===== src/include/usb_ctl_defines.vh =====
/*
 USB OTG line, power and interrupt flag control: register offsets,
 field positions, reset values and timing counts.
 Assumes a 20 MHz pclk and a 32-bit APB register bus.
*/
`ifndef USB_CTL_DEFINES_VH
`define USB_CTL_DEFINES_VH

// Register byte offsets
`define OFS_OTG_LINE_CONTROL 12'h000
`define OFS_USB_POWER_CONTROL 12'h004
`define OFS_USB_INTERRUPT_FLAGS 12'h008
`define OFS_ERROR_ENABLE 12'h00c
`define OFS_STATUS_QUEUE 12'h010

// Line control fields
`define LC_DPLUS_PULLUP 7
`define LC_DMINUS_PULLUP 6
`define LC_DPLUS_PULLDOWN 5
`define LC_DMINUS_PULLDOWN 4
`define LC_BUS_POWER 3
`define LC_SW_PULL 2
`define LC_CHARGE 1
`define LC_DISCHARGE 0

// Power control fields
`define PC_ACTIVITY_PENDING 7
`define PC_SLEEP_GUARD 4
`define PC_MODULE_BUSY 3
`define PC_SUSPEND 1
`define PC_MODULE_ENABLE 0
`define PC_WRITE_MASK 8'h13

// Interrupt flag fields
`define IF_STALL 7
`define IF_ATTACH 6
`define IF_RESUME 5
`define IF_IDLE 4
`define IF_TOKEN_DONE 3
`define IF_FRAME_START 2
`define IF_ERROR_SUM 1
`define IF_BUS_RESET 0
`define IF_W1C_MASK 8'hfd

`define RESET_VALUE 8'h00

// Timing
`define CLK_HZ 20000000
`define RESUME_TIME_NS 2500
`define IDLE_TIME_US 3000
`define RESUME_CYCLES ((`RESUME_TIME_NS * 20 + 999) / 1000)
`define IDLE_CYCLES ((`IDLE_TIME_US * 20))
`define BUSY_DRAIN_CYCLES 4'h8

`endif


===== src/logic/line_state_timer.v =====
/*
 Counts consecutive cycles that a qualifying line condition holds and
 pulses once when the count reaches its limit.
 Assumes cond is synchronous to pclk.
*/
`timescale 1ns/100ps
`default_nettype none
module line_state_timer #(
   parameter LIMIT = 50,
   parameter WIDTH = 17
) (
   // Clock and reset
   input wire pclk,
   input wire presetn,
   // Condition and result
   input wire cond,
   output reg hit
);
   reg [WIDTH-1:0] count_q;

   // One pulse per unbroken stretch, so a held line never refires
   always @(posedge pclk or negedge presetn) begin
      if (!presetn) begin
         count_q <= {WIDTH{1'b0}};
         hit <= 1'b0;
      end else begin
         hit <= 1'b0;
         if (!cond) begin
            count_q <= {WIDTH{1'b0}};
         end else if (count_q < LIMIT[WIDTH-1:0]) begin
            count_q <= count_q + {{(WIDTH-1){1'b0}}, 1'b1};
            if (count_q == LIMIT[WIDTH-1:0] - {{(WIDTH-1){1'b0}}, 1'b1}) begin
               hit <= 1'b1;
            end
         end
      end
   end
endmodule // line_state_timer
`default_nettype wire


===== src/logic/usb_ctl.v =====
/*
 USB line control, power control and general interrupt flags, reached
 over APB. Assumes line status inputs and event strobes are synchronous
 to pclk and that events are one-cycle pulses.
*/
// Implementation choices: the APB slave port and the register addresses.
`timescale 1ns/100ps
`default_nettype none
`include "usb_ctl_defines.vh"

// What this block does
// RULE_01: Line control bit 7 enables the D+ pull-up.
// RULE_02: Line control bit 6 enables the D- pull-up.
// RULE_03: Line control bit 5 enables the D+ pull-down.
// RULE_04: Line control bit 4 enables the D- pull-down.
// RULE_05: Line control bit 3 requests VBUS power.
// RULE_06: Bit 2 selects software pulls, otherwise hardware drives them.
// RULE_07: Bit 1 charges VBUS through a pull-up.
// RULE_08: Bit 0 discharges VBUS through a pull-down.
// RULE_09: Bits 31 to 8 read zero and ignore writes.
// RULE_10: Activity pending reads one while detected activity awaits its flag.
// RULE_11: Sleep guard blocks sleep during activity or pending notification.
// RULE_12: Busy reads one while active or not yet ready to re-enable.
// RULE_13: Suspend gates the 48 MHz clock and idles the transceiver.
// RULE_14: Enable zero holds outputs inactive and releases pins; sleep_block is not gated by enable and still follows the sleep guard.
// RULE_15: Software avoids other registers while disabled and busy.
// RULE_16: Flags 7..2 and 0 are write-one-clear; bit 1 read-only.
// RULE_17: Clearing token done advances the completion status queue.
// RULE_18: Error summary rises only from enabled error conditions.
// RULE_19: Resume flag sets after K state lasting 2.5 us.
// RULE_20: Idle flag sets after 3 ms constant idle.
// RULE_21: A set event beats a same-cycle clear.
module usb_ctl #(
   parameter IDLE_CYCLES = `IDLE_CYCLES,
   parameter QDEPTH = 4,
   parameter QW = 8
) (
   // APB
   input wire pclk,
   input wire presetn,
   input wire psel,
   input wire penable,
   input wire pwrite,
   input wire [11:0] paddr,
   input wire [31:0] pwdata,
   output reg [31:0] prdata,
   output reg pready,
   output reg pslverr,
   // Hardware pull requests and line state
   input wire hw_dplus_pullup,
   input wire hw_dminus_pullup,
   input wire hw_dplus_pulldown,
   input wire hw_dminus_pulldown,
   input wire line_k_state,
   input wire line_idle,
   input wire bus_activity,
   input wire sleep_request,
   // Hardware events
   input wire stall_event,
   input wire attach_event,
   input wire token_done_event,
   input wire [QW-1:0] token_status,
   input wire frame_start_event,
   input wire bus_reset_event,
   input wire [7:0] error_events,
   // Transceiver and pad controls
   output reg dplus_pullup_en,
   output reg dminus_pullup_en,
   output reg dplus_pulldown_en,
   output reg dminus_pulldown_en,
   output reg bus_power_request,
   output reg bus_charge_en,
   output reg bus_discharge_en,
   output reg usb_clk_en,
   output reg xcvr_low_power,
   output reg pins_owned,
   output reg sleep_block,
   output reg activity_pending_o
);
   // Queue index width suits the default depth of four
   localparam QA = 2;
   localparam IDLE_W = 17;
   localparam RES_W = 6;

   reg [7:0] line_q;
   reg [7:0] power_q;
   reg [7:0] flags_q;
   reg [7:0] flags_d;
   reg [7:0] err_en_q;
   reg [7:0] err_flag_q;
   reg act_q;
   reg [3:0] drain_q;
   reg [QW-1:0] queue_q [0:QDEPTH-1];
   reg [QA-1:0] rd_q;
   reg [QA-1:0] wr_q;
   reg [QA:0] cnt_q;
   wire resume_hit;
   wire idle_hit;
   wire en;
   wire busy;
   wire wr_acc;
   wire rd_acc;
   wire clr_tok;
   wire push;
   wire [7:0] wbyte;
   wire [7:0] hw_set;
   wire [3:0] sw_pulls;
   wire [3:0] hw_pulls;
   wire [3:0] pull_sel;
   reg addr_ok;
   reg [31:0] rd_word;
   integer i;
   genvar g;

   line_state_timer #(.LIMIT(`RESUME_CYCLES), .WIDTH(RES_W)) u_resume (
      .pclk(pclk),
      .presetn(presetn),
      .cond(line_k_state),
      .hit(resume_hit)
   ); // RULE_19

   line_state_timer #(.LIMIT(IDLE_CYCLES), .WIDTH(IDLE_W)) u_idle (
      .pclk(pclk),
      .presetn(presetn),
      .cond(line_idle),
      .hit(idle_hit)
   ); // RULE_20

   assign en = power_q[`PC_MODULE_ENABLE];
   assign busy = en | (drain_q != 4'h0); // RULE_12
   assign wr_acc = psel & penable & pwrite;
   assign rd_acc = psel & ~penable & ~pwrite;
   // Only the low byte is implemented; upper write data is dropped
   assign wbyte = pwdata[7:0]; // RULE_09
   assign clr_tok = wr_acc & (paddr == `OFS_USB_INTERRUPT_FLAGS) &
                    wbyte[`IF_TOKEN_DONE] & flags_q[`IF_TOKEN_DONE];
   assign push = en & token_done_event & (cnt_q != QDEPTH[QA:0]);

   assign hw_set = en ? {stall_event, attach_event, resume_hit, idle_hit,
                         1'b0, frame_start_event, 1'b0,
                         bus_reset_event} : 8'h00;

   // One selector per pull resistor: software bits or hardware requests
   assign sw_pulls[3] = line_q[`LC_DPLUS_PULLUP]; // RULE_01
   assign sw_pulls[2] = line_q[`LC_DMINUS_PULLUP]; // RULE_02
   assign sw_pulls[1] = line_q[`LC_DPLUS_PULLDOWN]; // RULE_03
   assign sw_pulls[0] = line_q[`LC_DMINUS_PULLDOWN]; // RULE_04
   assign hw_pulls = {hw_dplus_pullup, hw_dminus_pullup, hw_dplus_pulldown,
                      hw_dminus_pulldown};
   generate
      for (g = 0; g < 4; g = g + 1) begin : g_pull
         assign pull_sel[g] = line_q[`LC_SW_PULL] ? sw_pulls[g] :
                              hw_pulls[g]; // RULE_06
      end
   endgenerate

   // Flag update: clear first, then set so the event survives
   always @* begin
      flags_d = flags_q;
      if (wr_acc && paddr == `OFS_USB_INTERRUPT_FLAGS) begin
         flags_d = flags_q & ~(wbyte & `IF_W1C_MASK); // RULE_16
      end
      flags_d = flags_d | hw_set; // RULE_21
      // A push in the clearing cycle keeps the flag up
      flags_d[`IF_TOKEN_DONE] = push ||
         ((cnt_q != {(QA+1){1'b0}}) &&
          !(clr_tok && cnt_q == {{QA{1'b0}}, 1'b1})); // RULE_17
      flags_d[`IF_ERROR_SUM] = |(err_flag_q & err_en_q); // RULE_18
   end

   // Unmapped addresses answer with an error and read as zero
   always @* begin
      addr_ok = 1'b0;
      case (paddr)
         `OFS_OTG_LINE_CONTROL,
         `OFS_USB_POWER_CONTROL,
         `OFS_USB_INTERRUPT_FLAGS,
         `OFS_ERROR_ENABLE,
         `OFS_STATUS_QUEUE: addr_ok = 1'b1;
         default: addr_ok = 1'b0;
      endcase
   end

   // Read mux; unimplemented bits stay zero
   always @* begin
      rd_word = 32'h00000000;
      case (paddr)
         `OFS_OTG_LINE_CONTROL: rd_word = {24'h000000, line_q};
         `OFS_USB_POWER_CONTROL: rd_word = {24'h000000, act_q, 2'b00,
            power_q[`PC_SLEEP_GUARD], busy, 1'b0,
            power_q[`PC_SUSPEND], en}; // RULE_10
         `OFS_USB_INTERRUPT_FLAGS: rd_word = {24'h000000, flags_q};
         `OFS_ERROR_ENABLE: rd_word = {24'h000000, err_en_q};
         `OFS_STATUS_QUEUE: rd_word = {{(32-QW){1'b0}}, queue_q[rd_q]};
         default: rd_word = 32'h00000000;
      endcase
   end

   // Every access completes in one cycle, so no wait-state logic
   always @(posedge pclk or negedge presetn) begin
      if (!presetn) begin
         pready <= 1'b0;
         pslverr <= 1'b0;
      end else begin
         pready <= psel & ~penable;
         pslverr <= psel & ~penable & ~addr_ok;
      end
   end

   // Read data is captured at setup and stands through the access
   always @(posedge pclk or negedge presetn) begin
      if (!presetn) begin
         prdata <= 32'h00000000;
      end else if (rd_acc) begin
         prdata <= rd_word;
      end else if (psel && !penable) begin
         prdata <= 32'h00000000;
      end
   end

   // Writable registers
   always @(posedge pclk or negedge presetn) begin
      if (!presetn) begin
         line_q <= `RESET_VALUE;
         power_q <= `RESET_VALUE;
         err_en_q <= `RESET_VALUE;
      end else if (wr_acc) begin
         case (paddr)
            `OFS_OTG_LINE_CONTROL: line_q <= wbyte;
            `OFS_USB_POWER_CONTROL:
               power_q <= wbyte & `PC_WRITE_MASK;
            `OFS_ERROR_ENABLE: err_en_q <= wbyte;
            default: err_en_q <= err_en_q;
         endcase
      end
   end

   // Flags and sticky error conditions
   always @(posedge pclk or negedge presetn) begin
      if (!presetn) begin
         flags_q <= `RESET_VALUE;
         err_flag_q <= `RESET_VALUE;
      end else begin
         flags_q <= flags_d;
         err_flag_q <= err_flag_q | (en ? error_events : 8'h00);
      end
   end

   // Token completion status queue
   always @(posedge pclk or negedge presetn) begin
      if (!presetn) begin
         rd_q <= {QA{1'b0}};
         wr_q <= {QA{1'b0}};
         cnt_q <= {(QA+1){1'b0}};
         for (i = 0; i < QDEPTH; i = i + 1) begin
            queue_q[i] <= {QW{1'b0}};
         end
      end else begin
         if (push) begin
            queue_q[wr_q] <= token_status;
            wr_q <= wr_q + {{(QA-1){1'b0}}, 1'b1};
         end
         if (clr_tok) begin
            rd_q <= rd_q + {{(QA-1){1'b0}}, 1'b1}; // RULE_17
         end
         if (push && !clr_tok) begin
            cnt_q <= cnt_q + {{QA{1'b0}}, 1'b1};
         end else if (clr_tok && !push) begin
            cnt_q <= cnt_q - {{QA{1'b0}}, 1'b1};
         end
      end
   end

   // Pending while activity seen and the wake flag not yet raised
   always @(posedge pclk or negedge presetn) begin
      if (!presetn) begin
         act_q <= 1'b0;
         activity_pending_o <= 1'b0;
      end else begin
         if (en && bus_activity && !flags_q[`IF_RESUME]) begin
            act_q <= 1'b1; // RULE_10
         end else if (!en || flags_q[`IF_RESUME]) begin
            act_q <= 1'b0;
         end
         activity_pending_o <= act_q;
      end
   end

   // Shutdown takes a few cycles, so busy lingers after disable
   always @(posedge pclk or negedge presetn) begin
      if (!presetn) begin
         drain_q <= 4'h0;
      end else if (en) begin
         drain_q <= `BUSY_DRAIN_CYCLES;
      end else if (drain_q != 4'h0) begin
         drain_q <= drain_q - 4'h1; // RULE_12
      end
   end

   // Clock gate, transceiver power, pin ownership and sleep guard
   always @(posedge pclk or negedge presetn) begin
      if (!presetn) begin
         usb_clk_en <= 1'b0;
         xcvr_low_power <= 1'b1;
         pins_owned <= 1'b0;
         sleep_block <= 1'b0;
      end else begin
         // The guard only delays sleep; it never wakes a sleeping system
         sleep_block <= power_q[`PC_SLEEP_GUARD] & sleep_request &
                        (bus_activity | act_q); // RULE_11
         usb_clk_en <= en & ~power_q[`PC_SUSPEND]; // RULE_13
         xcvr_low_power <= ~en | power_q[`PC_SUSPEND]; // RULE_13
         pins_owned <= en; // RULE_14
      end
   end

   // Pad controls drop to inactive whenever the module is off
   always @(posedge pclk or negedge presetn) begin
      if (!presetn) begin
         dplus_pullup_en <= 1'b0;
         dminus_pullup_en <= 1'b0;
         dplus_pulldown_en <= 1'b0;
         dminus_pulldown_en <= 1'b0;
         bus_power_request <= 1'b0;
         bus_charge_en <= 1'b0;
         bus_discharge_en <= 1'b0;
      end else if (!en) begin
         // Released pads leave the lines to the board resistors
         dplus_pullup_en <= 1'b0; // RULE_14
         dminus_pullup_en <= 1'b0;
         dplus_pulldown_en <= 1'b0;
         dminus_pulldown_en <= 1'b0;
         bus_power_request <= 1'b0;
         bus_charge_en <= 1'b0;
         bus_discharge_en <= 1'b0;
      end else begin
         dplus_pullup_en <= pull_sel[3]; // RULE_01
         dminus_pullup_en <= pull_sel[2]; // RULE_02
         dplus_pulldown_en <= pull_sel[1]; // RULE_03
         dminus_pulldown_en <= pull_sel[0]; // RULE_04
         bus_power_request <= line_q[`LC_BUS_POWER]; // RULE_05
         bus_charge_en <= line_q[`LC_CHARGE]; // RULE_07
         bus_discharge_en <= line_q[`LC_DISCHARGE]; // RULE_08
      end
   end
endmodule // usb_ctl
`default_nettype wire


===== config.mk =====
export PLATFORM = sky130hd
export DESIGN_NAME = usb_ctl
export DESIGN_NICKNAME = d
export VERILOG_FILES = /design/src/logic/line_state_timer.v /design/src/logic/usb_ctl.v
export VERILOG_INCLUDE_DIRS = /design/src /design/src/include
export SDC_FILE = /design/constraint.sdc
export NUM_CORES = 1
export LEC_CHECK = 0
export BUFFER_PORTS_ARGS = -buffer_cell sky130_fd_sc_hd__buf_2
export CAP_MARGIN = 5
export CORE_ASPECT_RATIO = 0.9
export CORE_MARGIN = 2
export CORE_UTILIZATION = 30
export CTS_BUF_LIST = sky130_fd_sc_hd__clkbuf_4
export DETAILED_ROUTE_END_ITERATION = 16
export PLACE_DENSITY_LB_ADDON = 0.3
export SYNTH_ARGS = -nofsm -noshare
export SYNTH_HDL_FRONTEND = slang
export SYNTH_SLANG_ARGS = --single-unit

===== constraint.sdc =====
create_clock -name pclk -period 4 [get_ports pclk]
set_clock_uncertainty 0.1 [all_clocks]
set_input_delay 0.6 -clock pclk [delete_from_list [all_inputs] [get_ports pclk]]
set_output_delay 0.6 -clock pclk [all_outputs]
set_load 0.05 [all_outputs]

---- Word level (Yosys, flattened, before mapping) ----
Index checks and enable logic that the tools add are counted.
W data, S select, Z words.
storage, ports and cells
  bits in registers ....................... 150
  input bits .............................. 78
  output and inout port bits .............. 46
operators by class
  add/subtract/negate cells ............... 7
  $lt $le $gt $ge ......................... 5
  equality and inequality tests ........... 10
  muxes and demuxes ....................... 40
  bitwise gates (word level) .............. 28
  reduce and logical (&&, ||, !) cells .... 29
operators by type and width
  kind                     number
  $mux W32                 2
  $mux W8                  6
  $pmux W8 S5              1
  $mux W17                 2
  $bwmux W32               1
  $eq A12 B4 Y1 const B    2
  $mux W1                  20
  $add A17 B1 Y17 const B  1
  $eq A17 B16 Y1 const B   1
  $lt A17 B16 Y1 const B   1
  $and A8 B8 Y8            2
  $bmux W8 S2              1
  $demux W8 S2             1
  $or A8 B8 Y8             2
  $and A1 B1 Y1            13
  $eq A12 B3 Y1 const B    1
  $eq A12 B5 Y1 const B    1
  $logic_not A12 Y1        1
  $mux W6                  2
  $logic_and A1 B1 Y1      9
  $mux W4                  2
  $not A8 Y8               1
  $reduce_bool A2 Y1       4
  $reduce_or A8 Y1         1
  22 further kinds         41

---- Logic depth before layout (Yosys ltp) ----
Gate-level depths: netlist of the first run.
  word-level depth ........................ 9
  depth in mapped cells ................... 8
  depth with buffers taken out ............ 8

---- Hierarchy ----
A second synthesis of the first run with hierarchy kept.
second synthesis, totals
  cells, all modules ...................... 497
  area, all modules ....................... 6083.3 µm²
modules (own cells, without submodules)
  module                       times used  cells each  area each (µm²)  seq. area each (µm²)
  usb_ctl                      1           366         4695.8           2528.7
  line_state_timer (u_idle)    1           91          978.4            450.4
  line_state_timer (u_resume)  1           40          409.1            175.2

---- Worst setup path after synthesis of the first run ----
No wires, ideal clock.
  kind .................................... in2reg
  start point ............................. input paddr[9]
  end point ............................... register prdata[3]
  library setup time ...................... 69 ps
  arrival time ............................ 2282 ps
  required time ........................... 3831 ps
  slack ................................... 1549 ps
  cell stages on the path ................. 5
  buffers on the path ..................... 0
  cells stage by stage .................... or4_4 -> or4b_4 -> nand2b_4 -> or3_1 -> nand3_1
on the way
  cells in the longest elaborated chain, start to end .. 3
  elaborated cells on any way between the ends .. 7
  those cells by class .................... eq/ne: 4; mux: 2; reduce/logical: 1
RTL lines
  what                                   line           RTL
  start: declaration                     usb_ctl.v:44   input wire [11:0] paddr,
  $eq A12 B5 Y1 (tied with other cells)  usb_ctl.v:187  case (paddr)
  $pmux W8 S5 (*)                        usb_ctl.v:187
  $mux W32 (*)                           usb_ctl.v:214  end else if (rd_acc) begin
  end signal: assignment                 usb_ctl.v:215  prdata <= rd_word;
  end: declaration                       usb_ctl.v:46   output reg [31:0] prdata,
Mark *: on every way between the ends. The rest lies on a longest branch, timed or not.
A chain may end at the register's enable or synchronous reset.

---- Final worst setup path of the first run ----
  start point ............................. input paddr[0]
  end point ............................... register err_en_q[4]
on the way
  cells in the longest elaborated chain, start to end .. 2
RTL lines
  what                         line           RTL
  $eq A12 B4 Y1                usb_ctl.v:228  case (paddr)
  $reduce_and A2 Y1 (no line)  --
  end signal: assignment       usb_ctl.v:226  err_en_q <= `RESET_VALUE;
  end signal: assignment       usb_ctl.v:232  `OFS_ERROR_ENABLE: err_en_q <= wbyte;
  end signal: assignment       usb_ctl.v:233  default: err_en_q <= err_en_q;
  end: declaration             usb_ctl.v:89   reg [7:0] err_en_q;
Every way passes these cells.

==> impl_metrics.toml, run 1 <==
[run]
cap_violations = 0

[floorplanning]
core_area_sq_um = 19300
die_width_um = 153
std_cell_rows = 48
die_y_um = 138
floorplan.initialDensity_pct = 30.9
ios = 124
dieArea_sq_um = 21100

[synth]
syn-instance-count = 497
yosysWarnings = 0
syn_area_sq_um = 5980
synth_cell_types = 48
postSynthAreaPerCell_sq_um = 12.0
ys_ff_latch = 126
synth_seq_area_share_pct = 52.8

[min_path]
hold_path_class = "in2async"

[pwr]
ir_drop_mv = 0.138
power_mw = 2.40
p_leak_nw = 3.32
p_per_area_nw_per_um2 = 353

[critical_path]
cp.arrival_ps = 2780
startpoint_type = "input pin"
cp_slowest_stage_delay_ps = 530
crit_required_ps = 4340
endpoint_kind = "register"
cp_cell_sequence = "buf_2, nor4_1, nand2b_1, nor3_1, and3_1, mux2_2"
setup.worst_path.class = "in2reg"
cp_slowest_cell = "nor4_1"
ff2ff_setup_slack_ps = 1720
path_max_fanout = 8

[cts]
cts_setup_buffers = 0
cts.sinks = 126
cts_htree_levels = 4
clkTransAtPathRegs_ps = 110
cts_resized = 0
clk_latency_ps = 550
tritoncts = "yes"
cts-root-buf = "clkbuf_4"
ctsHoldBuffers = 0
cts_buffers = 17
clock_path_buffers = 2

[grt]
use_met3_pct = 4.22
grt_max_degree = 69
grt_pass1_wl_um = 21600
overflow = 0
busiest_layer = "met2"
grt_util_met1_pct = 16.2
grt_pass1_vias = 4202
grtUsageTotal_pct = 13.2
grt_util_met2_pct = 21.6
grt_antenna_before_repair = 1

[finish]
n_fill_cell = 1918
area_growth_pct = 13.8
fin_nets = 668
fin_area_sq_um = 6810
drive_above_1_share_pct = 30.0
finish.utilization_pct = 35.2

[drt]
firstDrtPassIters = 5
vias = 4011
viasPerCell = 4.77
routed_wl_um = 13000
drt_iter0_markers = 173
drc_errors = 0
antenna_left = 0
routedWlPerCell_um = 15.5

[place]
detailed_place_hpwl_um = 9540
dpl_cell_area_sq_um = 6540
port_buffers = 75
gp_congestion = 0.779

[timing]
relSlewSlack_pct = 41.3
drv_slew = 0
finalSetupViolCount = 0
final.setup.tns_ps = 0
min_period_ps = 2440
report.final.hold_viol_count = 0
fin_crit_sh_pct = 61.1
rsz0062_at_grt = "false"
max_freq_ghz = 0.409
worst_pin_slew_ps = 880

[status]
status = "completed"
==> cell families after synthesis <==
kind of cell | after synthesis | share of synthesized area (%)
simple gates | 139 | 12.8
flops | 126 | 52.8
mux | 81 | 17.2
compound gates | 67 | 7.47
buf+inv | 57 | 5.11
fa+ha+maj | 13 | 2.72
xor+xnor | 13 | 1.90
other cells | 1 | 0.0627
==> flip-flops by register name, summed over array words and instances, names as in the netlist, 2 cells and up <==
signal and count:
u_resume.count_q 6, queue_q 32, drain_q 4, power_q 3, flags_q 8, line_q 8
err_flag_q 8, prdata 8, cnt_q 3, err_en_q 8, wr_q 2, rd_q 2
u_idle.count_q 17
==> final timing paths <==
path                                           end  cells past startpoint             from
worst min-delay path                    queue_q[5]                      1          presetn
worst max-delay path                   err_en_q[4]                      6         paddr[0]
max in group asynchronous        u_idle.count_q[9]                      2          presetn
worst min register to register  activity_pending_o                      0            act_q
min in group pclk                    err_flag_q[7]                      2  error_events[7]
worst max register to register         queue_q[28]                      5         cnt_q[0]
==> through the flow <==
| step | hold WS [ps] | instances | worst slack (ps) |
|---|---|---|---|
| 2_1_floorplan | 204 | 520 | 1550 |
| 3_3_place_gp | 326 | 808 | 962 |
| 3_5_place_dp | 334 | 808 | 921 |
| 4_1_cts | 52.8 | 840 | 1540 |
| 5_1_grt | 95.5 | 841 | 1310 |
| 6_report | 43.6 | 841 | 1560 |
==> critical path, delay by kind of cell <==
family,cells,cell delay [ps]
buffers and inverters,1,90
and+or+nand+nor,4,1700
muxes,1,390
==> cell usage after synthesis (all sizes together) <==
library cell | instances | share of area [%]
o2111ai | 1 | 0.15
inv | 16 | 1.0
a211oi | 1 | 0.13
mux2 | 53 | 10
mux2i | 16 | 2.7
xor2 | 2 | 0.29
dfstp | 1 | 0.44
buf | 25 | 3.1
nand4b | 1 | 0.15
and4 | 1 | 0.15
or4b | 1 | 0.23
o31ai | 2 | 0.25
clkbuf | 16 | 1.0
nor3 | 7 | 0.59
and2 | 11 | 1.2
mux4 | 12 | 4.5
nand2b | 12 | 1.4
dfrtp | 125 | 52
and3 | 5 | 0.52
a31oi | 6 | 0.63
nor2b | 6 | 0.63
conb | 1 | 0.063
and4bb | 1 | 0.21
nor4bb | 1 | 0.17
o22ai | 1 | 0.10
o21ai | 17 | 1.4
ha | 13 | 2.7
a21boi | 2 | 0.25
nand2 | 36 | 2.3
nand3 | 14 | 1.2
or3 | 5 | 0.52
nor2 | 19 | 1.2
nor3b | 5 | 0.63
nand4 | 3 | 0.31
a22o | 9 | 1.3
nor4 | 7 | 0.98
a21o | 8 | 1.0
a211o | 2 | 0.29
xnor2 | 11 | 1.6
or4 | 4 | 0.56
a22oi | 8 | 1.0
a21oi | 8 | 0.67
o211ai | 2 | 0.25
==> routing by layer <==
metal  wire (um)  share of wire [%]
met1        5880                 45
met3         625                4.8
met4         243                1.9
met5           0                  0
met2        6250                 48
==> where the power goes <==
group          internal (mW)  total (mW)  switching [mW]
combinational         0.0777       0.238           0.160
clock                  0.363       0.834           0.471
sequential              1.30        1.33          0.0262
==> area by class of cell <==
type                       instances  area [sq um]  area share, %
clock inverter                    14           126           1.86
antenna                            1          2.50         0.0368
sequential                       126          3150           46.4
multi-input combinational        337          2610           38.3
clock buffer                      18           135           1.99
tap                              250           313           4.60
timing repair buffer              79           408           5.99
inverter                          16          60.1          0.883
==> layout by cell type, fill, tap and decap left out, types with 9 or more instances in the layout <==
| cell type | count |
|---|---|
| ha_1 | 13 |
| and2_1 | 11 |
| mux2_2 | 53 |
| nor2_1 | 19 |
| nand2_1 | 36 |
| a22o_1 | 9 |
| buf_2 | 74 |
| inv_1 | 16 |
| nand2b_1 | 11 |
| clkbuf_4 | 18 |
| mux4_2 | 12 |
| nand3_1 | 14 |
| xnor2_1 | 11 |
| o21ai_0 | 16 |
| dfrtp_1 | 125 |
| mux2i_1 | 16 |
| conb_1 | 24 |
Power figures use the tool's default switching activity.
==> inputs of run 2 (changes only) <==
- clock period: 4 -> 2.5 ns (I/O delays scaled with it)
==> impl_metrics.toml, run 2 (synthesis results as in run 1) <==
[status]
status = "completed"

[grt]
grt_antenna_before_repair = 1
grt_max_degree = 57
grtUsageTotal_pct = 13.2
grt_pass1_vias = 4080
grt_pass1_wl_um = 21600
overflow = 0

[timing]
final.setup.tns_ps = 0
report.final.hold_viol_count = 0
relSlewSlack_pct = 62.9
worst_pin_slew_ps = 556
setup_ws_ps = 232
drv_slew = 0
finalSetupViolCount = 0
fin_crit_sh_pct = 90.7
min_period_ps = 2270
rsz0062_at_grt = "false"
max_freq_ghz = 0.441

[drt]
drc_errors = 0
viasPerCell = 4.69
antenna_left = 0
firstDrtPassIters = 5
vias = 4157
routedWlPerCell_um = 15.1
drt_iter0_markers = 193
routed_wl_um = 13400

[cts]
cts.sinks = 126
tritoncts = "yes"
clkTransAtPathRegs_ps = 100
cts_setup_buffers = 0
clk_latency_ps = 540
cts-root-buf = "clkbuf_4"
cts_buffers = 17
clock_path_buffers = 2
cts_htree_levels = 4

[place]
port_buffers = 75
detailed_place_hpwl_um = 9530
gp_congestion = 0.793
dp_slack_ps = 52.3

[floorplanning]
dieArea_sq_um = 21100
die_width_um = 153
ios = 124
die_y_um = 138
floorplan.initialDensity_pct = 30.9
core_area_sq_um = 19300
std_cell_rows = 48

[finish]
drive_above_1_share_pct = 29.2
top_regs = "queue_q: 32 flops, u_idle.count_q: 17 flops"
final_common_cell = "dfrtp_1"
n_fill_cell = 1908
largest_register_ffs = 32
fin_nets = 714
area_growth_pct = 20.6
layout_common_cells = "dfrtp_1 (125), buf_2 (74), mux2_2 (53)"
top_register = "queue_q"

[min_path]
hold_path_class = "in2reg"

[critical_path]
cp_cell_sequence = "a211o_1, a21oi_1, nor2_1, or4_1, o21ai_0"
cp_slowest_stage_delay_ps = 620
cp_num_buf_inv = 0
setup.worst_path.class = "reg2reg"
path_max_fanout = 7
endpoint_kind = "register"
startpoint_type = "register"
cp.arrival_ps = 2640
crit_required_ps = 2870
cp_slowest_cell = "or4_1"
critPathTopFamily = "compound AO/OA/AOI/OAI gates"

[pwr]
ir_drop_mv = 0.228
p_leak_nw = 3.53
p_per_area_nw_per_um2 = 508

[run]
cap_violations = 0
[run 2: cell types whose count changed in the layout (fill, tap and decap cells not counted)]
cell,delta
buf_12,+2
buf_4,+7
bufinv_16,-2
clkbuf_4,+2
clkinv_2,+5
clkinvlp_4,-5
dlygate4sd3_1,+37
[run 2: through the flow]
stage | hold slack (ps) | cells | area (sq um) | total power, mW | utilization, %
4_1_cts | 1.72 | 884 | 7190 | 3.71 | 37.2
3_3_place_gp | 287 | 817 | 6630 | 2.54 | 34.3
6_report | 50.0 | 887 | 7210 | 3.66 | 37.3
5_1_grt | 32.9 | 887 | 7210 | 3.87 | 37.3
3_5_place_dp | 299 | 817 | 6630 | 2.55 | 34.3
2_1_floorplan | -20.6 | 520 | 6070 | 2.44 | -
[run 2: worst paths after layout]
| path | from | end | slack [ps] | cells after the start |
|---|---|---|---|---|
| setup / recovery | u_idle.count_q[5] | u_idle.count_q[15] | 230 | 5 |
| hold / removal | bus_activity | act_q | 50 | 3 |
| setup reg to reg | u_idle.count_q[5] | u_idle.count_q[15] | 230 | 5 |
| hold reg to reg | act_q | activity_pending_o | 350 | 0 |
| max in group asynchronous | presetn | u_resume.count_q[5] | 1260 | 3 |
| min in group asynchronous | presetn | wr_q[1] | 250 | 2 |
[run 2: worst min-delay path: stages]
cell and delay, ps:
buf_2 100, nor2_1 120, nor3b_1 70
[run 2: what timing repair did]
item | CTS | global route
hold endpoints to repair | 106 | 2
hold buffers | 35 | 2
gates resized for setup | 0 | 0
[run 2: layout make-up]
| type | instances | area [sq um] | area share [%] |
|---|---|---|---|
| multi-input cells | 337 | 2610 | 36.1 |
| clock inverters | 12 | 53.8 | 0.746 |
| repair buffers | 125 | 871 | 12.1 |
| well taps | 250 | 313 | 4.34 |
| inverters | 16 | 60.1 | 0.833 |
| diodes | 1 | 2.50 | 0.0347 |
| clock buffers | 20 | 150 | 2.08 |
| flip-flops and latches | 126 | 3150 | 43.7 |
[run 2: layer usage]
metal	vias to the layer above	global-route usage, %	part of all wire [%]
li1	1976	-	-
met1	2083	17.3	46
met2	85	21.4	48
met3	13	3.84	4.4
met4	0	4.48	1.1
met5	-	0	0
[run 2: power breakdown]
part	leakage [nW]	internal [mW]	switching [mW]	total (mW)
combinational	1.67	0.165	0.260	0.426
sequential	1.73	2.09	0.0421	2.13
clock	0.127	0.395	0.712	1.11
total	3.53	2.65	1.01	3.66
